## config.mk

```make
export PLATFORM = sky130hd
export DESIGN_NAME = sws_regs
export DESIGN_NICKNAME = d
export VERILOG_FILES = /design/src/logic/sws_pkg.sv /design/src/logic/sws_cycle_counter.sv /design/src/logic/sws_regs.sv /design/src/logic/sws_wakeup_sequencer.sv
export SDC_FILE = /design/constraint.sdc
export NUM_CORES = 1
export LEC_CHECK = 0
export ABC_AREA = 1
export BUFFER_PORTS_ARGS = -buffer_cell sky130_fd_sc_hd__buf_2
export CORE_MARGIN = 3
export CORE_UTILIZATION = 55
export CTS_CLUSTER_SIZE = 40
export DETAILED_ROUTE_END_ITERATION = 8
export PLACE_DENSITY = 0.91
export SLEW_MARGIN = 20
export SYNTH_ARGS = -nofsm -noshare
export SYNTH_HDL_FRONTEND = slang
export SYNTH_SLANG_ARGS = --single-unit
```

## constraint.sdc

```tcl
create_clock -name aclk -period 2.15 [get_ports aclk]
set_input_delay 0.1075 -clock aclk [delete_from_list [all_inputs] [get_ports aclk]]
set_output_delay 0.1075 -clock aclk [all_outputs]
set_load 0.05 [all_outputs]
```

## src/logic/sws_pkg.sv

```systemverilog
// Behaviour
// - Bits 6 and 5 of the symbol window control register enable symbol sending on line B and A.
// - The symbol window control register takes host writes in configuration and in normal run.
// - Bits 6 and 5 of the wakeup control register enable wakeup symbols on line B and A.
// - The 5-bit repeat count sets the number of wakeup symbols, and never fewer than two go out.
// - Wakeup control, idle, low and listen-noise registers change only in configuration state.
// - The 8-bit idle duration sets the idle phase of each wakeup symbol in bit durations.
// - The 6-bit low duration sets the low phase of each wakeup symbol in bit durations.
// - The 5-bit listen-noise field sets the listen timeout with noise in communication cycles.
// - The protocol state register is read-only, holds a 5-bit code and clears on hard reset.
// - Codes are 0 configuration, 1 init schedule, 2 normal active, 3 normal passive, 4 consistency, 5 listen.
// - The cycle number clears on hard reset and when configuration state is left.
// - The cycle number advances once per cycle and wraps to zero at its maximum.
// - The 14-bit cycle time clears on hard reset and when configuration state is left.
// - The cycle time counts macroticks and returns to zero at the start of each cycle.
package sws_pkg;

  // Register indices; the byte address on the bus is four times the index.
  localparam logic [9:0] IDX_CYCLE_TIME = 10'h008;
  localparam logic [9:0] IDX_CYCLE_NUMBER = 10'h00a;
  localparam logic [9:0] IDX_PROTOCOL_STATE = 10'h00c;
  localparam logic [9:0] IDX_SYMBOL_WINDOW = 10'h084;
  localparam logic [9:0] IDX_WAKEUP_CONTROL = 10'h08a;
  localparam logic [9:0] IDX_LISTEN_NOISE = 10'h0d6;
  localparam logic [9:0] IDX_WAKEUP_IDLE = 10'h0ea;
  localparam logic [9:0] IDX_WAKEUP_LOW = 10'h0ec;

  // Field positions and widths.
  localparam int LINE_A_BIT = 5;
  localparam int LINE_B_BIT = 6;
  localparam int REPEAT_W = 5;
  localparam int IDLE_W = 8;
  localparam int LOW_W = 6;
  localparam int NOISE_W = 5;
  localparam int STATE_W = 5;
  localparam int CYCLE_NUMBER_W = 6;
  localparam int CYCLE_TIME_W = 14;

  // Writable bits of each register; every other bit is reserved.
  localparam logic [15:0] SYMBOL_WINDOW_MASK = 16'h0060;
  localparam logic [15:0] WAKEUP_CONTROL_MASK = 16'h007f;
  localparam logic [15:0] WAKEUP_IDLE_MASK = 16'h00ff;
  localparam logic [15:0] WAKEUP_LOW_MASK = 16'h003f;
  localparam logic [15:0] LISTEN_NOISE_MASK = 16'h001f;

  // Reset values.
  localparam logic [15:0] SYMBOL_WINDOW_RESET = 16'h0000;
  localparam logic [15:0] WAKEUP_CONTROL_RESET = 16'h0000;
  localparam logic [15:0] WAKEUP_IDLE_RESET = 16'h0000;
  localparam logic [15:0] WAKEUP_LOW_RESET = 16'h0000;
  localparam logic [15:0] LISTEN_NOISE_RESET = 16'h0000;
  localparam logic [STATE_W-1:0] STATE_CODE_RESET = 5'h00;

  // Protocol state codes shown to the host.
  localparam logic [STATE_W-1:0] CODE_CONFIG = 5'h00;
  localparam logic [STATE_W-1:0] CODE_INIT_SCHEDULE = 5'h01;
  localparam logic [STATE_W-1:0] CODE_NORMAL_ACTIVE = 5'h02;
  localparam logic [STATE_W-1:0] CODE_NORMAL_PASSIVE = 5'h03;
  localparam logic [STATE_W-1:0] CODE_INTEG_CHECK = 5'h04;
  localparam logic [STATE_W-1:0] CODE_INTEG_LISTEN = 5'h05;

  localparam logic [REPEAT_W-1:0] MIN_WAKEUP_SYMBOLS = 5'h02;

  localparam logic [1:0] RESP_OKAY = 2'b00;
  localparam logic [1:0] RESP_SLVERR = 2'b10;

  typedef enum logic [2:0] {
    ENG_CONFIG,
    ENG_INIT_SCHEDULE,
    ENG_NORMAL_ACTIVE,
    ENG_NORMAL_PASSIVE,
    ENG_INTEG_CHECK,
    ENG_INTEG_LISTEN
  } sws_engine_state_t;

  // Timing events from the protocol engine, all one-cycle pulses on aclk.
  typedef struct packed {
    logic cycle_start;
    logic macrotick;
    logic bit_tick;
    logic wakeup_start;
  } sws_events_t;

  // Phase lengths of zero would wrap the bit counter and stretch the phase to 256 bits, so they count as one bit.
  function automatic logic [7:0] sws_at_least(input logic [7:0] value, input logic [7:0] floor);
    sws_at_least = (value < floor) ? floor : value;
  endfunction : sws_at_least

endpackage : sws_pkg

```

## src/logic/sws_cycle_counter.sv

```systemverilog
`timescale 1ns/1ps
module sws_cycle_counter #(
  parameter int NUMBER_W = sws_pkg::CYCLE_NUMBER_W,
  parameter int TIME_W = sws_pkg::CYCLE_TIME_W
) (
  // Clock and reset
  input wire logic aclk,
  input wire logic aresetn,
  // Engine timing
  input wire logic clear,
  input wire logic cycle_start,
  input wire logic macrotick,
  // Counts
  output logic [NUMBER_W-1:0] cycle_number,
  output logic [TIME_W-1:0] cycle_time
);

  logic [NUMBER_W-1:0] number_ff;
  logic [TIME_W-1:0] time_ff;
  logic [NUMBER_W-1:0] nxt_number;
  logic [TIME_W-1:0] nxt_time;

  // Natural overflow gives the wrap to zero at the maximum.
  assign nxt_number = clear ? '0 : (cycle_start ? number_ff + 1'b1 : number_ff);
  assign nxt_time = (clear || cycle_start) ? '0 :
                    (macrotick ? time_ff + 1'b1 : time_ff);

  always_ff @(posedge aclk) begin
    if (!aresetn) begin
      number_ff <= '0;
      time_ff <= '0;
    end else begin
      number_ff <= nxt_number;
      time_ff <= nxt_time;
    end
  end

  assign cycle_number = number_ff;
  assign cycle_time = time_ff;

endmodule : sws_cycle_counter

```

## src/logic/sws_regs.sv

```systemverilog
// Local design decision: the AXI4-Lite interface to the registers.
`timescale 1ns/1ps
module sws_regs (
  // Clock and reset
  input wire logic aclk,
  input wire logic aresetn,
  // AXI4-Lite write address
  input wire logic [11:0] s_axi_awaddr,
  input wire logic [2:0] s_axi_awprot,
  input wire logic s_axi_awvalid,
  output logic s_axi_awready,
  // AXI4-Lite write data
  input wire logic [31:0] s_axi_wdata,
  input wire logic [3:0] s_axi_wstrb,
  input wire logic s_axi_wvalid,
  output logic s_axi_wready,
  // AXI4-Lite write response
  output logic [1:0] s_axi_bresp,
  output logic s_axi_bvalid,
  input wire logic s_axi_bready,
  // AXI4-Lite read address
  input wire logic [11:0] s_axi_araddr,
  input wire logic [2:0] s_axi_arprot,
  input wire logic s_axi_arvalid,
  output logic s_axi_arready,
  // AXI4-Lite read data
  output logic [31:0] s_axi_rdata,
  output logic [1:0] s_axi_rresp,
  output logic s_axi_rvalid,
  input wire logic s_axi_rready,
  // Protocol engine status and timing
  input wire sws_pkg::sws_engine_state_t engine_state,
  input wire sws_pkg::sws_events_t engine_events,
  // Configuration toward the engine
  output logic line_a_symbol_enable,
  output logic line_b_symbol_enable,
  output logic [sws_pkg::NOISE_W-1:0] listen_noise_cycles,
  // Wakeup line drive
  output logic wakeup_low_a,
  output logic wakeup_low_b,
  output logic wakeup_busy
);

  // Configuration registers, held at full width and masked on write.
  logic [15:0] symbol_window_control_ff;
  logic [15:0] wakeup_control_ff;
  logic [15:0] wakeup_idle_duration_ff;
  logic [15:0] wakeup_low_duration_ff;
  logic [15:0] listen_noise_timeout_ff;

  // Status.
  logic [sws_pkg::STATE_W-1:0] protocol_state_code_ff;
  logic was_config_ff;

  // Bus slave state.
  logic awready_ff;
  logic wready_ff;
  logic bvalid_ff;
  logic [1:0] bresp_ff;
  logic arready_ff;
  logic rvalid_ff;
  logic [1:0] rresp_ff;
  logic [31:0] rdata_ff;
  logic [11:0] waddr_ff;
  logic [15:0] wdata_ff;
  logic wlane_ff;
  logic aw_held_ff;
  logic w_held_ff;

  // Outputs kept in flops.
  logic sym_a_ff;
  logic sym_b_ff;
  logic [sws_pkg::NOISE_W-1:0] noise_ff;

  // Counter and sequencer results.
  logic [sws_pkg::CYCLE_NUMBER_W-1:0] cycle_number;
  logic [sws_pkg::CYCLE_TIME_W-1:0] cycle_time_ticks;
  logic seq_low_a;
  logic seq_low_b;
  logic seq_busy;
  logic seq_low_a_ff;
  logic seq_low_b_ff;
  logic seq_busy_ff;

  // Maps a bus byte address onto a register index; misaligned words miss.
  function automatic logic [9:0] reg_index(input logic [11:0] addr);
    reg_index = (addr[1:0] == 2'b00) ? addr[11:2] : 10'h3ff;
  endfunction : reg_index

  // Write-mask merge: reserved bits stay zero whatever the host writes.
  function automatic logic [15:0] merge(input logic [15:0] data, input logic [15:0] mask);
    merge = data & mask;
  endfunction : merge

  // Decode.
  wire in_config = (engine_state == sws_pkg::ENG_CONFIG);
  wire leaving_config = was_config_ff && !in_config;
  wire aw_take = s_axi_awvalid && awready_ff;
  wire w_take = s_axi_wvalid && wready_ff;
  wire ar_take = s_axi_arvalid && arready_ff;
  wire write_now = aw_held_ff && w_held_ff && !bvalid_ff;
  wire [9:0] widx = reg_index(waddr_ff);
  wire [9:0] ridx = reg_index(s_axi_araddr);

  wire hit_sym = (widx == sws_pkg::IDX_SYMBOL_WINDOW);
  wire hit_wake = (widx == sws_pkg::IDX_WAKEUP_CONTROL);
  wire hit_idle = (widx == sws_pkg::IDX_WAKEUP_IDLE);
  wire hit_low = (widx == sws_pkg::IDX_WAKEUP_LOW);
  wire hit_noise = (widx == sws_pkg::IDX_LISTEN_NOISE);
  wire hit_status = (widx == sws_pkg::IDX_CYCLE_TIME) ||
                    (widx == sws_pkg::IDX_CYCLE_NUMBER) ||
                    (widx == sws_pkg::IDX_PROTOCOL_STATE);
  wire hit_cfg_only = hit_wake || hit_idle || hit_low || hit_noise;

  // The symbol window register is open in every state; the rest only in configuration.
  wire wr_sym = write_now && hit_sym && wlane_ff;
  wire wr_cfg_ok = write_now && in_config && wlane_ff;
  wire wr_wake = wr_cfg_ok && hit_wake;
  wire wr_idle = wr_cfg_ok && hit_idle;
  wire wr_low = wr_cfg_ok && hit_low;
  wire wr_noise = wr_cfg_ok && hit_noise;

  // Writes to status registers, locked registers or holes are refused with SLVERR.
  wire wr_refused = !(hit_sym || (hit_cfg_only && in_config)) || hit_status;
  wire [1:0] nxt_bresp = wr_refused ? sws_pkg::RESP_SLVERR : sws_pkg::RESP_OKAY;

  // Read selection.
  logic [15:0] rd_word;
  logic rd_hit;
  always_comb begin
    rd_word = 16'h0000;
    rd_hit = 1'b1;
    case (ridx)
      sws_pkg::IDX_CYCLE_TIME: rd_word = {2'b00, cycle_time_ticks};
      sws_pkg::IDX_CYCLE_NUMBER: rd_word = {10'h000, cycle_number};
      sws_pkg::IDX_PROTOCOL_STATE: rd_word = {11'h000, protocol_state_code_ff};
      sws_pkg::IDX_SYMBOL_WINDOW: rd_word = symbol_window_control_ff;
      sws_pkg::IDX_WAKEUP_CONTROL: rd_word = wakeup_control_ff;
      sws_pkg::IDX_LISTEN_NOISE: rd_word = listen_noise_timeout_ff;
      sws_pkg::IDX_WAKEUP_IDLE: rd_word = wakeup_idle_duration_ff;
      sws_pkg::IDX_WAKEUP_LOW: rd_word = wakeup_low_duration_ff;
      default: rd_hit = 1'b0;
    endcase
  end

  // Protocol state code shown to the host.
  logic [sws_pkg::STATE_W-1:0] nxt_state_code;
  always_comb begin
    case (engine_state)
      sws_pkg::ENG_CONFIG: nxt_state_code = sws_pkg::CODE_CONFIG;
      sws_pkg::ENG_INIT_SCHEDULE: nxt_state_code = sws_pkg::CODE_INIT_SCHEDULE;
      sws_pkg::ENG_NORMAL_ACTIVE: nxt_state_code = sws_pkg::CODE_NORMAL_ACTIVE;
      sws_pkg::ENG_NORMAL_PASSIVE: nxt_state_code = sws_pkg::CODE_NORMAL_PASSIVE;
      sws_pkg::ENG_INTEG_CHECK: nxt_state_code = sws_pkg::CODE_INTEG_CHECK;
      sws_pkg::ENG_INTEG_LISTEN: nxt_state_code = sws_pkg::CODE_INTEG_LISTEN;
      default: nxt_state_code = sws_pkg::CODE_CONFIG;
    endcase
  end

  // Write address and data channels, taken in either order.
  always_ff @(posedge aclk) begin
    if (!aresetn) begin
      awready_ff <= 1'b1;
      aw_held_ff <= 1'b0;
      waddr_ff <= 12'h000;
    end else if (aw_take) begin
      awready_ff <= 1'b0;
      aw_held_ff <= 1'b1;
      waddr_ff <= s_axi_awaddr;
    end else if (bvalid_ff && s_axi_bready) begin
      awready_ff <= 1'b1;
      aw_held_ff <= 1'b0;
    end
  end

  always_ff @(posedge aclk) begin
    if (!aresetn) begin
      wready_ff <= 1'b1;
      w_held_ff <= 1'b0;
      wdata_ff <= 16'h0000;
      wlane_ff <= 1'b0;
    end else if (w_take) begin
      wready_ff <= 1'b0;
      w_held_ff <= 1'b1;
      wdata_ff <= s_axi_wdata[15:0];
      wlane_ff <= s_axi_wstrb[0];
    end else if (bvalid_ff && s_axi_bready) begin
      wready_ff <= 1'b1;
      w_held_ff <= 1'b0;
    end
  end

  // Write response follows both halves by one cycle.
  always_ff @(posedge aclk) begin
    if (!aresetn) begin
      bvalid_ff <= 1'b0;
      bresp_ff <= sws_pkg::RESP_OKAY;
    end else if (write_now) begin
      bvalid_ff <= 1'b1;
      bresp_ff <= nxt_bresp;
    end else if (s_axi_bready) begin
      bvalid_ff <= 1'b0;
    end
  end

  // Read channel: one read outstanding, data one cycle after the address.
  always_ff @(posedge aclk) begin
    if (!aresetn) begin
      arready_ff <= 1'b1;
      rvalid_ff <= 1'b0;
      rresp_ff <= sws_pkg::RESP_OKAY;
      rdata_ff <= 32'h0000_0000;
    end else if (ar_take) begin
      arready_ff <= 1'b0;
      rvalid_ff <= 1'b1;
      rresp_ff <= rd_hit ? sws_pkg::RESP_OKAY : sws_pkg::RESP_SLVERR;
      rdata_ff <= {16'h0000, rd_word};
    end else if (rvalid_ff && s_axi_rready) begin
      arready_ff <= 1'b1;
      rvalid_ff <= 1'b0;
    end
  end

  // Configuration registers.
  always_ff @(posedge aclk) begin
    if (!aresetn) begin
      symbol_window_control_ff <= sws_pkg::SYMBOL_WINDOW_RESET;
    end else if (wr_sym) begin
      symbol_window_control_ff <= merge(wdata_ff, sws_pkg::SYMBOL_WINDOW_MASK);
    end
  end

  always_ff @(posedge aclk) begin
    if (!aresetn) begin
      wakeup_control_ff <= sws_pkg::WAKEUP_CONTROL_RESET;
      wakeup_idle_duration_ff <= sws_pkg::WAKEUP_IDLE_RESET;
      wakeup_low_duration_ff <= sws_pkg::WAKEUP_LOW_RESET;
      listen_noise_timeout_ff <= sws_pkg::LISTEN_NOISE_RESET;
    end else begin
      if (wr_wake) begin
        wakeup_control_ff <= merge(wdata_ff, sws_pkg::WAKEUP_CONTROL_MASK);
      end
      if (wr_idle) begin
        wakeup_idle_duration_ff <= merge(wdata_ff, sws_pkg::WAKEUP_IDLE_MASK);
      end
      if (wr_low) begin
        wakeup_low_duration_ff <= merge(wdata_ff, sws_pkg::WAKEUP_LOW_MASK);
      end
      if (wr_noise) begin
        listen_noise_timeout_ff <= merge(wdata_ff, sws_pkg::LISTEN_NOISE_MASK);
      end
    end
  end

  // Status and output flops.
  always_ff @(posedge aclk) begin
    if (!aresetn) begin
      protocol_state_code_ff <= sws_pkg::STATE_CODE_RESET;
      was_config_ff <= 1'b1;
      sym_a_ff <= 1'b0;
      sym_b_ff <= 1'b0;
      noise_ff <= '0;
    end else begin
      protocol_state_code_ff <= nxt_state_code;
      was_config_ff <= in_config;
      sym_a_ff <= symbol_window_control_ff[sws_pkg::LINE_A_BIT];
      sym_b_ff <= symbol_window_control_ff[sws_pkg::LINE_B_BIT];
      noise_ff <= listen_noise_timeout_ff[sws_pkg::NOISE_W-1:0];
    end
  end

  // Keeps wakeup line outputs on flops of this module.
  always_ff @(posedge aclk) begin
    if (!aresetn) begin
      seq_low_a_ff <= 1'b0;
      seq_low_b_ff <= 1'b0;
      seq_busy_ff <= 1'b0;
    end else begin
      seq_low_a_ff <= seq_low_a;
      seq_low_b_ff <= seq_low_b;
      seq_busy_ff <= seq_busy;
    end
  end

  sws_cycle_counter #(
    .NUMBER_W(sws_pkg::CYCLE_NUMBER_W),
    .TIME_W(sws_pkg::CYCLE_TIME_W)
  ) u_cycle_counter (
    .aclk(aclk),
    .aresetn(aresetn),
    .clear(leaving_config),
    .cycle_start(engine_events.cycle_start),
    .macrotick(engine_events.macrotick),
    .cycle_number(cycle_number),
    .cycle_time(cycle_time_ticks)
  );

  // The sequencer only runs on request from the engine and reads the latched setup.
  sws_wakeup_sequencer u_wakeup_sequencer (
    .aclk(aclk),
    .aresetn(aresetn),
    .start(engine_events.wakeup_start),
    .bit_tick(engine_events.bit_tick),
    .enable_a(wakeup_control_ff[sws_pkg::LINE_A_BIT]),
    .enable_b(wakeup_control_ff[sws_pkg::LINE_B_BIT]),
    .repeat_count(wakeup_control_ff[sws_pkg::REPEAT_W-1:0]),
    .idle_bits(wakeup_idle_duration_ff[sws_pkg::IDLE_W-1:0]),
    .low_bits(wakeup_low_duration_ff[sws_pkg::LOW_W-1:0]),
    .tx_low_a(seq_low_a),
    .tx_low_b(seq_low_b),
    .busy(seq_busy)
  );

  // Bus outputs.
  assign s_axi_awready = awready_ff;
  assign s_axi_wready = wready_ff;
  assign s_axi_bvalid = bvalid_ff;
  assign s_axi_bresp = bresp_ff;
  assign s_axi_arready = arready_ff;
  assign s_axi_rvalid = rvalid_ff;
  assign s_axi_rresp = rresp_ff;
  assign s_axi_rdata = rdata_ff;

  // Engine-facing outputs.
  assign line_a_symbol_enable = sym_a_ff;
  assign line_b_symbol_enable = sym_b_ff;
  assign listen_noise_cycles = noise_ff;
  assign wakeup_low_a = seq_low_a_ff;
  assign wakeup_low_b = seq_low_b_ff;
  assign wakeup_busy = seq_busy_ff;

endmodule : sws_regs

```

## src/logic/sws_wakeup_sequencer.sv

```systemverilog
`timescale 1ns/1ps
module sws_wakeup_sequencer (
  // Clock and reset
  input wire logic aclk,
  input wire logic aresetn,
  // Control
  input wire logic start,
  input wire logic bit_tick,
  input wire logic enable_a,
  input wire logic enable_b,
  input wire logic [sws_pkg::REPEAT_W-1:0] repeat_count,
  input wire logic [sws_pkg::IDLE_W-1:0] idle_bits,
  input wire logic [sws_pkg::LOW_W-1:0] low_bits,
  // Line drive
  output logic tx_low_a,
  output logic tx_low_b,
  output logic busy
);

  typedef enum logic [1:0] {WS_IDLE, WS_LOW, WS_GAP} sws_wake_state_t;

  sws_wake_state_t state_ff;
  logic [7:0] bits_ff;
  logic [sws_pkg::REPEAT_W-1:0] left_ff;
  logic tx_a_ff;
  logic tx_b_ff;
  logic [sws_pkg::REPEAT_W-1:0] symbols;
  logic [7:0] low_len;
  logic [7:0] idle_len;
  logic phase_done;

  assign symbols = (repeat_count < sws_pkg::MIN_WAKEUP_SYMBOLS) ?
                   sws_pkg::MIN_WAKEUP_SYMBOLS : repeat_count;
  assign low_len = sws_pkg::sws_at_least({2'b00, low_bits}, 8'h01);
  assign idle_len = sws_pkg::sws_at_least(idle_bits, 8'h01);
  assign phase_done = bit_tick && (bits_ff == 8'h01);

  always_ff @(posedge aclk) begin
    if (!aresetn) begin
      state_ff <= WS_IDLE;
      bits_ff <= 8'h00;
      left_ff <= '0;
      tx_a_ff <= 1'b0;
      tx_b_ff <= 1'b0;
    end else begin
      case (state_ff)
        WS_IDLE: begin
          if (start && (enable_a || enable_b)) begin
            state_ff <= WS_LOW;
            bits_ff <= low_len;
            left_ff <= symbols;
            tx_a_ff <= enable_a;
            tx_b_ff <= enable_b;
          end
        end
        WS_LOW: begin
          if (bit_tick) begin
            bits_ff <= bits_ff - 8'h01;
          end
          if (phase_done) begin
            state_ff <= WS_GAP;
            bits_ff <= idle_len;
            left_ff <= left_ff - 1'b1;
          end
        end
        WS_GAP: begin
          if (bit_tick) begin
            bits_ff <= bits_ff - 8'h01;
          end
          if (phase_done) begin
            if (left_ff == '0) begin
              state_ff <= WS_IDLE;
              tx_a_ff <= 1'b0;
              tx_b_ff <= 1'b0;
            end else begin
              state_ff <= WS_LOW;
              bits_ff <= low_len;
            end
          end
        end
        default: begin
          state_ff <= WS_IDLE;
        end
      endcase
    end
  end

  assign tx_low_a = tx_a_ff && (state_ff == WS_LOW);
  assign tx_low_b = tx_b_ff && (state_ff == WS_LOW);
  assign busy = (state_ff != WS_IDLE);

endmodule : sws_wakeup_sequencer
```

# Word-level counts from Yosys, hierarchy flattened
# Index checks and enable logic that the tools add are counted.
[word_totals]
out_inout_bits = 51
reg_bits = 129
elab_cells = 164
inputBits = 80
[classes]
n_bitwise = 1
n_reduce_logical = 53
addsub = 4
magnitude_cmp = 3
eq_ne = 28
mux = 42
[ops]
columns = ["op", "n"]
rows = [
  ["case mux 14 bit (8 select lines)", 1],
  ["== test 10 x 8 -> 1 bit, second input constant", 10],
  ["== test 10 x 4 -> 1 bit, second input constant", 6],
  ["two-way mux 8 bit", 6],
  ["case mux 8 bit (3 select lines)", 1],
  ["logical AND 1 bit", 21],
  ["two-way mux 10 bit", 2],
  ["two-way mux 1 bit", 18],
  ["two-way mux 5 bit", 3],
  ["case mux 3 bit (5 select lines)", 1],
  ["adder 14 x 1 -> 14 bit, second input constant", 1],
  ["nonzero test 2 bit", 7],
  ["two-way mux 2 bit", 5],
  ["case mux 5 bit (2 select lines)", 1],
  ["logical OR 1 bit", 9],
  ["== test 8 x 1 -> 1 bit, second input constant", 1],
  ["less-than comparator 8 x 1 -> 1 bit, second input constant", 1],
  ["inequality test 2 x 1 -> 1 bit, second input constant", 4],
  ["OR reduction 8 bit", 1],
  ["subtractor 8 x 1 -> 8 bit, second input constant", 1],
  ["adder 6 x 1 -> 6 bit, second input constant", 1],
  ["== test 3 x 2 -> 1 bit, second input constant", 2],
  ["== test 3 bit, second input constant", 2],
  ["logical NOT 2 bit", 3],
  ["18 further kinds", 23],
]

# Longest topological paths before layout
# Gate-level depths: netlist (run 1).
[depth]
word_depth = 11
ltp_mapped = 11

# Hierarchy
# Synthesis (run 1) repeated with hierarchy kept, for this count alone.
[unflattened]
hier_cells = 933
area_unflattened_um2 = 6601.3
[by_module_without_submodules]
columns = ["mod", "area_per_inst_um2", "instances", "cells_each"]
rows = [
  ["sws_regs", 4197.8, 1, 577],
  ["sws_wakeup_sequencer", 1401.3, 1, 215],
  ["sws_cycle_counter", 1002.2, 1, 141],
]

# Worst setup path after synthesis (run 1)
# Ideal clock, no wire load.
[synth_path]
kind = "register to register"
start = "register u_wakeup_sequencer.state_ff[0]"
end = "register u_wakeup_sequencer.bits_ff[6]"
required_ps = 2080
period_less_slack_ps = 1630
path_stages_with_launch = 10
arrival_time_ps = 1559
slack_ps = 520
n_path_buf = 0
path_cell_list = "dfxtp_1 inv_1 ha_1 inv_1 nor2_1 nor2_1 inv_1 nor2_1 nand2_1 a21oi_1"
[synth_between]
elab_chain_len = 3
word_cells_on_any_way = 7
classes_between = "eq/ne (3); mux (1); reduce/logical (3)"
[synth_rtl]
columns = ["element", "line_no", "text"]
rows = [
  ["start, declared", "sws_wakeup_sequencer.sv:22", "sws_wake_state_t state_ff;"],
  ["start signal, assigned", "sws_wakeup_sequencer.sv:40", "state_ff <= WS_IDLE;"],
  ["start signal, assigned", "sws_wakeup_sequencer.sv:49", "state_ff <= WS_LOW;"],
  ["start signal, assigned", "sws_wakeup_sequencer.sv:61", "state_ff <= WS_GAP;"],
  ["== test 2 bit (tied with other cells)", "sws_wakeup_sequencer.sv:46", "case (state_ff)"],
  ["nonzero test 3 bit (no source line) / inequality test 2 x 1 -> 1 bit (equally long branches)", "n/a", ""],
  ["AND reduction 2 bit (no source line)", "n/a", ""],
  ["end signal, assigned", "sws_wakeup_sequencer.sv:50", "bits_ff <= low_len;"],
  ["end signal, assigned", "sws_wakeup_sequencer.sv:58", "bits_ff <= bits_ff - 8'h01;"],
  ["end signal, assigned", "sws_wakeup_sequencer.sv:62", "bits_ff <= idle_len;"],
  ["end, declared", "sws_wakeup_sequencer.sv:23", "logic [7:0] bits_ff;"],
]
# Parallel ways exist; a longest one is shown, timed or not.
# A chain may end at the register's enable or synchronous reset.

# Worst setup path in the final report (run 1)
[layout_path]
start = "register u_wakeup_sequencer.bits_ff[1]"
end = "register u_wakeup_sequencer.left_ff[4] (netlist name)"
[layout_between]
elab_chain_len = 4
[layout_rtl]
columns = ["element", "line_no", "text"]
rows = [
  ["== test 8 x 1 -> 1 bit", "sws_wakeup_sequencer.sv:36", "assign phase_done = bit_tick && (bits_ff == 8'h01);"],
  ["logical AND 1 bit", "sws_wakeup_sequencer.sv:36", ""],
  ["inequality test 2 x 1 -> 1 bit (no source line)", "n/a", ""],
  ["AND reduction 3 bit (no source line)", "n/a", ""],
  ["end signal, assigned", "sws_wakeup_sequencer.sv:51", "left_ff <= symbols;"],
  ["end signal, assigned", "sws_wakeup_sequencer.sv:63", "left_ff <= left_ff - 1'b1;"],
  ["end, declared", "sws_wakeup_sequencer.sv:24", "logic [sws_pkg::REPEAT_W-1:0] left_ff;"],
]
# No other way between the ends.

==> run metrics, run 1 <==
most common cell after layout, fill and taps aside nand2_1; crit end category register; Hold Path Class primary input to register; yosys warns 0; Critical Path Source u_wakeup_sequencer.bits_ff[1]; Finished Core Util between 60% and 70%; global-route wire length before repair ~27,000 µm; height of the die roughly 110 µm; sequential share of the synthesized area between 30% and 40%; status completed; # clock sinks ~120; Detail Placement HPWL 10,200 µm; min Tclk post-route about 1.9 ns; Yosys reg bits ~120; main area contributors after synthesis dfxtp_1, nand2_1, a21oi_1; CTS tree yes; DP Cell Count approximately 1,100; fmax roughly 540 MHz; largest area contributor in the netlist dfxtp_1; Detailed Route WL about 16,000 µm; port bufs 77; DRC violation count after routing 0; power per cell area 920 nW/µm²; 1st-pass router iterations 8; Post-Synthesis Cells between 800 and 900; global route total overflow 0; H-tree depth 4; vias in the first global route 5,722; Hold-fix buffers, CTS 20; Final ANT Viol Nets 0; Initial Util 56.8%; Antenna Cells 0; final instance count without filler cells 1,125; mean number of vias per cell roughly 5.6; RSZ-0062 raised after global routing false; postcts setup bufs 0; pre-CTS worst setup slack slightly below 0.4 ns; post-DR wirelength/cell 14.3 µm; commonest non-fill, non-tap cells in the layout nand2_1, dfxtp_1, inv_1, nor2_1, a21oi_1; Core Rows 38; Via Count around 6,300; GRT Total Usage between 20% and 30%; startpoint types register; gpl congestion between 0.8 and 0.9; share of layout cells above drive strength 1 around 15%; worst reg2reg path startpoint u_wakeup_sequencer.bits_ff[1]; Layout area overhead 19.4%; fillers 835; max_cap viols 0; final worst setup slack just under 0.3 ns; pin count of the biggest net entering global routing 70; Worst slew margin 55.1%; Die ar. 12,600 µm²; Final period util between 80% and 90%; Final Hold Violating Endpoints 0; core footprint 10,900 µm²; PostCTS Resize Cnt 0; initial DRC count 596; Leak roughly 3.3 nW; top cell type's share of synthesized area 39.6%; DP Area between 6000 and 7000 µm²; Num CTS Buffers 17; maximum fanout along the worst path 8; Worst Skew ~0.012 ns; Clock Path Buffers 2; mapped cell area slightly above 6000 µm²; worst vdd ir 0.000684 V; antenna violations before repair 0; total power draw around 6.8 mW; die width around 110 µm; Final Max Slew Viols 0; # nets final 1,065; TNS Setup 0 ns; Top-Level Pins roughly 130; Clock Pin Slew Worst Setup and Hold Paths approximately 0.050 ns; Worst Hold Launch s_axi_bready; fin area between 7000 and 8000 µm²; Critical Path AT 2.20 ns; Syn Area/Cell 7.07 µm²; count of cell types in the netlist 42; Worst Max-Slew Pin Slew 0.672 ns; final hold slack 0.0232 ns; setup violators final 0; critical path data required time 2.49 ns; CP Class register to register; clk root buf clkbuf_16; Worst-Skew Late Latency about 0.42 ns
==> report_power, final <==
| part | switching (mW) | internal (mW) |
|---|---|---|
| registers | 0.102 | 2.42 |
| logic | 0.933 | 0.408 |
| clock network | 1.10 | 1.86 |
==> cell usage after synthesis <==
cell type  number
nand4_2         1
o31ai_1         2
a21boi_0        1
buf_2           4
nor2_2          6
nor2_1         99
ha_1           12
nor2_4          7
nand3b_1        1
o21ai_2         1
clkinv_1        2
a211oi_1       14
buf_4          22
buf_6           4
o21ai_0        84
o22ai_1         1
nor3_4          1
mux2i_1         1
a31oi_1         1
o21bai_1        1
nand4_1        28
nor3_2          2
inv_1         107
a21oi_1        92
nand2_1       147
xnor2_1         2
nand2_2         3
dfxtp_1       123
o211ai_1        2
and2_1          1
nand3_1        53
inv_2           4
clkbuf_1       16
nor3_1          9
buf_1           1
nand3_2         4
o21a_1          2
o21ai_1         3
a31o_2          1
nor3b_1         2
conb_1          1
xor2_1         11
==> per-layer routing <==
layer	track usage, %	wire (µm)
met5	0	0
met4	8.81	353
met3	6.74	1260
met2	42.2	7690
met1	32.4	6830
==> cells by family after synthesis <==
logic type	after synthesis	share of synthesized area [%]
flops	123	39.6
other cells	1	0.0604
buf+inv	160	11.6
mux	1	0.161
xor+xnor	13	1.83
simple gates	364	26.8
fa+ha+maj	12	2.42
compound gates	205	17.6
==> state kept, by name (all words and copies together), names as in the netlist, 2 cells and up <==
| name | count |
|---|---|
| waddr_ff | 12 |
| u_wakeup_sequencer.state_ff | 2 |
| symbol_window_control_ff | 2 |
| listen_noise_cycles | 5 |
| s_axi_rdata | 14 |
| wakeup_control_ff | 7 |
| wakeup_low_duration_ff | 6 |
| u_cycle_counter.cycle_time | 14 |
| listen_noise_timeout_ff | 5 |
| wdata_ff | 8 |
| protocol_state_code_ff | 3 |
| u_wakeup_sequencer.left_ff | 5 |
| u_cycle_counter.cycle_number | 6 |
| u_wakeup_sequencer.bits_ff | 8 |
| wakeup_idle_duration_ff | 8 |
==> worst max-delay path, stage by stage, from the launching register on <==
cell and delay (ns):
dfxtp_1 0.32, inv_1 0.11, ha_1 0.16, nand2_1 0.05, nor3_1 0.26, nand2_2 0.15, nand2_1 0.12, nand2_1 0.19
inv_1 0.15, o21ai_0 0.10, a21oi_1 0.17
==> layout make-up <==
class | instances | area (µm²) | share of cell area, %
Tap cell | 140 | 175 | 2.36
Inverter | 113 | 424 | 5.72
Sequential cell | 123 | 2460 | 33.2
Clock inverter | 13 | 168 | 2.26
Multi-Input combinational cell | 615 | 3100 | 41.8
Clock buffer | 18 | 439 | 5.92
Timing Repair Buffer | 103 | 643 | 8.68
==> worst paths after layout <==
| kind | slack, ns | end | cells after the start |
|---|---|---|---|
| worst max-delay path | 0.29 | u_wakeup_sequencer.left_ff[4] | 10 |
| worst min-delay path | 0.02 | aw_held_ff | 4 |
| worst max register to register | 0.29 | u_wakeup_sequencer.left_ff[4] | 10 |
| worst min register to register | 0.44 | line_b_symbol_enable | 2 |
(Power assumes the default switching activity.)
==> run 2: changes to the inputs <==
CORE_UTILIZATION = 40   (was 55)
PLACE_DENSITY = 0.72   (was 0.91)
SYNTH_HIERARCHICAL = 1   (was not set)
==> run 2 against run 1 <==
Register-to-register slack about the same. Critical path depth decreased by 2. Setup slack improved by 0.011 ns. Critical endpoint is now wakeup_control_ff[6]. Area after synthesis increased by 6.3%. Sequential share of layout area decreased by 2.1 points. Via count decreased by 2.9%. Combinational power increased by 37%.
==> run metrics, run 2 <==
status completed; Die ar. 18,100 µm² (+43%); Detailed Route WL 16,300 µm (+1.1%); RSZ-0062 raised after global routing false; Leak 3.54 nW (+8.5%); die width 134 µm (+20%); EDFF count, synth 0 (unchanged); 1st-pass router iterations 4 (-4); clock power share 38.7% (-4.6 points); # clock sinks 123 (unchanged); TNS Setup 0 ns (unchanged); Hold-fix buffers, CTS 23 (+15%); setup violators final 0 (unchanged); path depth of the worst reg2reg path 8 (-2); crit end category register; share of layout cells above drive strength 1 17.0% (+2.4 points); Syn Area/Cell 7.08 µm² (+0.13%); most common cell after layout, fill and taps aside nand2_1; Final Hold Violating Endpoints 0 (unchanged); P_int 4.84 mW (+3.3%); DRC violation count after routing 0 (unchanged); top cell type's share of synthesized area 37.3% (-2.3 points); Top-Level Pins 131 (unchanged); Post-synth top flop dfxtp_1; port bufs 77 (unchanged); H-tree depth 4 (unchanged); max_cap viols 0 (unchanged); clk root buf clkbuf_16; sequential power share 35.7% (-1.3 points); commonest non-fill, non-tap cells in the layout nand2_1, dfxtp_1, inv_1, nor2_1, a21oi_1; fmax 542 MHz (+0.58%); gpl congestion 0.895 (+2.2%); multi-input logic area 3410 µm² (+10%); Worst Max-Slew Pin Slew 0.628 ns (-0.0440 ns); Initial Util 41.3% (-16 points); Antenna Cells 0 (unchanged); GRT Total Usage 18.2% (-7.3 points); Worst slew margin 58.1% (+2.9 points); Yosys reg bits 123 (unchanged); count of cell types in the netlist 44 (+4.8%); Hold Path Class primary input to register; core footprint 16,000 µm² (+46%); critical path data required time 2.43 ns (-0.06 ns); CTS tree yes; largest area contributor in the netlist dfxtp_1; mean number of vias per cell 4.84 (-13%); PostCTS Resize Cnt 0 (unchanged); global route total overflow 0 (unchanged); Post-Synthesis Cells 933 (+6.1%); final hold slack 0.0213 ns (-0.00190 ns); worst reg-to-reg setup slack 0.30 ns (about the same); startpoint types register; Final Max Slew Viols 0 (unchanged); pin count of the biggest net entering global routing 77 (+10%); Critical Path AT 2.13 ns (-0.07 ns); Detail Placement HPWL 11,800 µm (+16%); antenna violations before repair 0 (unchanged); postcts setup bufs 0 (unchanged); Final ANT Viol Nets 0 (unchanged); power per cell area 906 nW/µm² (-1.5%); Layout area overhead 19.7%; combinational power share 25.6% (+5.9 points); vias in the first global route 5,536 (-3.3%); Num CTS Buffers 17 (unchanged); # nets final 1,123 (+5.4%); Net Sw Frac 32.4% (+1.1 points); list of most frequent post-synthesis cells nand2_1, dfxtp_1, inv_1, nor2_1, a21oi_1; sequential share of the synthesized area 37.3% (-2.3 points); Worst Skew 0.00496 ns (-0.00697 ns); Final period util 85.9% (-0.50 points); Post-synth ARST share 0% (unchanged); most frequent CP cell nand2_1; initial DRC count 374 (-37%); maximum fanout along the worst path 14 (+6); global-route wire length before repair 26,800 µm (+1.1%); Via Count 6,084 (-2.9%); worst path cell trace inv_1 -> nand2_1 -> nor2_1 -> nand2_1 -> nor2_4 -> nand3_1 -> o21ai_0 -> a21oi_1; min Tclk post-route 1.85 ns (-0.0107 ns); FF+latch area 2460 µm² (unchanged); top-count cell post-synth nand2_1; Clock Pin Slew Worst Setup and Hold Paths 0.05 ns (about the same); CP peak stage delay 0.38 ns (+0.06 ns); Worst-Skew Late Latency 0.41 ns (about the same); main area contributors after synthesis dfxtp_1, nand2_1, a21oi_1; cell depth of the worst hold path 3 (-1); post-DR wirelength/cell 13.0 µm (-9.6%); fillers 1,582 (+89%); mapped cell area 6600 µm² (+6.3%); CP Class register to register; yosys warns 6 (+6); Critical-path top delay cell nand3_1; switching pwr 2.32 mW (+8.7%); worst vdd ir 0.000526 V (-23%); height of the die 134 µm (+20%); Core Rows 46 (+21%); Clock Path Buffers 2 (unchanged)
-- run 2: cell types whose count changed after synthesis, moves of 7 or more --
cell      previous run  this run
nand2_1            147       179
o21ai_0             84        63
nand4_1             28        44
inv_1              107       122
nand3_1             53        39
a211oi_1            14         1
o21ai_1              3        15
nor2_4               7        14
-- run 2: cell families after synthesis --
kind of cell	synth area share [%]
adders and majority gates	2.27
xor gates and xnor gates	0.929
muxes	0.152
AOI/OAI and AO/OA	15.1
buffers and inverters	12.1
DFF	37.3
other	0.0568
and+or+nand+nor	32.0
-- run 2: path summary, 6_finish.rpt --
| path | startpoint | end |
|---|---|---|
| worst max-delay path | waddr_ff[1] | wakeup_control_ff[6] |
| worst min-delay path | engine_state[2] | protocol_state_code_ff[0] |
| worst max register to register | waddr_ff[1] | wakeup_control_ff[6] |
| worst min register to register | waddr_ff[2] | waddr_ff[2] |
-- run 2: critical path, delay by kind of cell, from the launching register on --
family | cells | cell delay, ns
compound gates | 2 | 0.36
flops | 1 | 0.31
buf+inv | 1 | 0.07
simple gates | 5 | 0.98
-- run 2: final cells by class --
class,instances,area share (%)
multi-input combinational,650,43.2
sequential,123,31.2
timing repair buffer,105,8.58
inverter,134,6.38
clock buffer,22,6.13
tap,216,3.42
clock inverter,8,1.17
-- run 2: stage by stage --
step	instances	area [µm²]	setup WS, ns	utilization (%)	power [mW]
2_1_floorplan	952	6670	0.561	-	4.05
3_3_place_gp	1205	7100	0.392	44.3	4.35
4_1_cts	1258	7900	0.338	49.4	7.20
5_1_grt	1258	7900	0.0892	49.4	7.55
6_report	1258	7900	0.304	49.4	7.16
3_5_place_dp	1205	7100	0.351	44.3	4.38
-- run 2: per-layer routing --
metal	up-vias	GRT usage, %	part of all wire, %
li1	3183	-	-
met1	2730	24.5	47
met2	152	29.0	46
met3	19	3.99	5.3
met4	0	6.50	1.5
met5	-	0	0
-- run 2: power by group through the flow --
stage | registers (mW) | logic, mW | clock network, mW
after floorplan | 2.62 | 1.43 | 0
after global placement | 2.60 | 1.76 | 0
after detailed placement | 2.60 | 1.78 | 0
after CTS | 2.55 | 1.82 | 2.82
after global routing | 2.58 | 2.06 | 2.92
final | 2.56 | 1.83 | 2.77
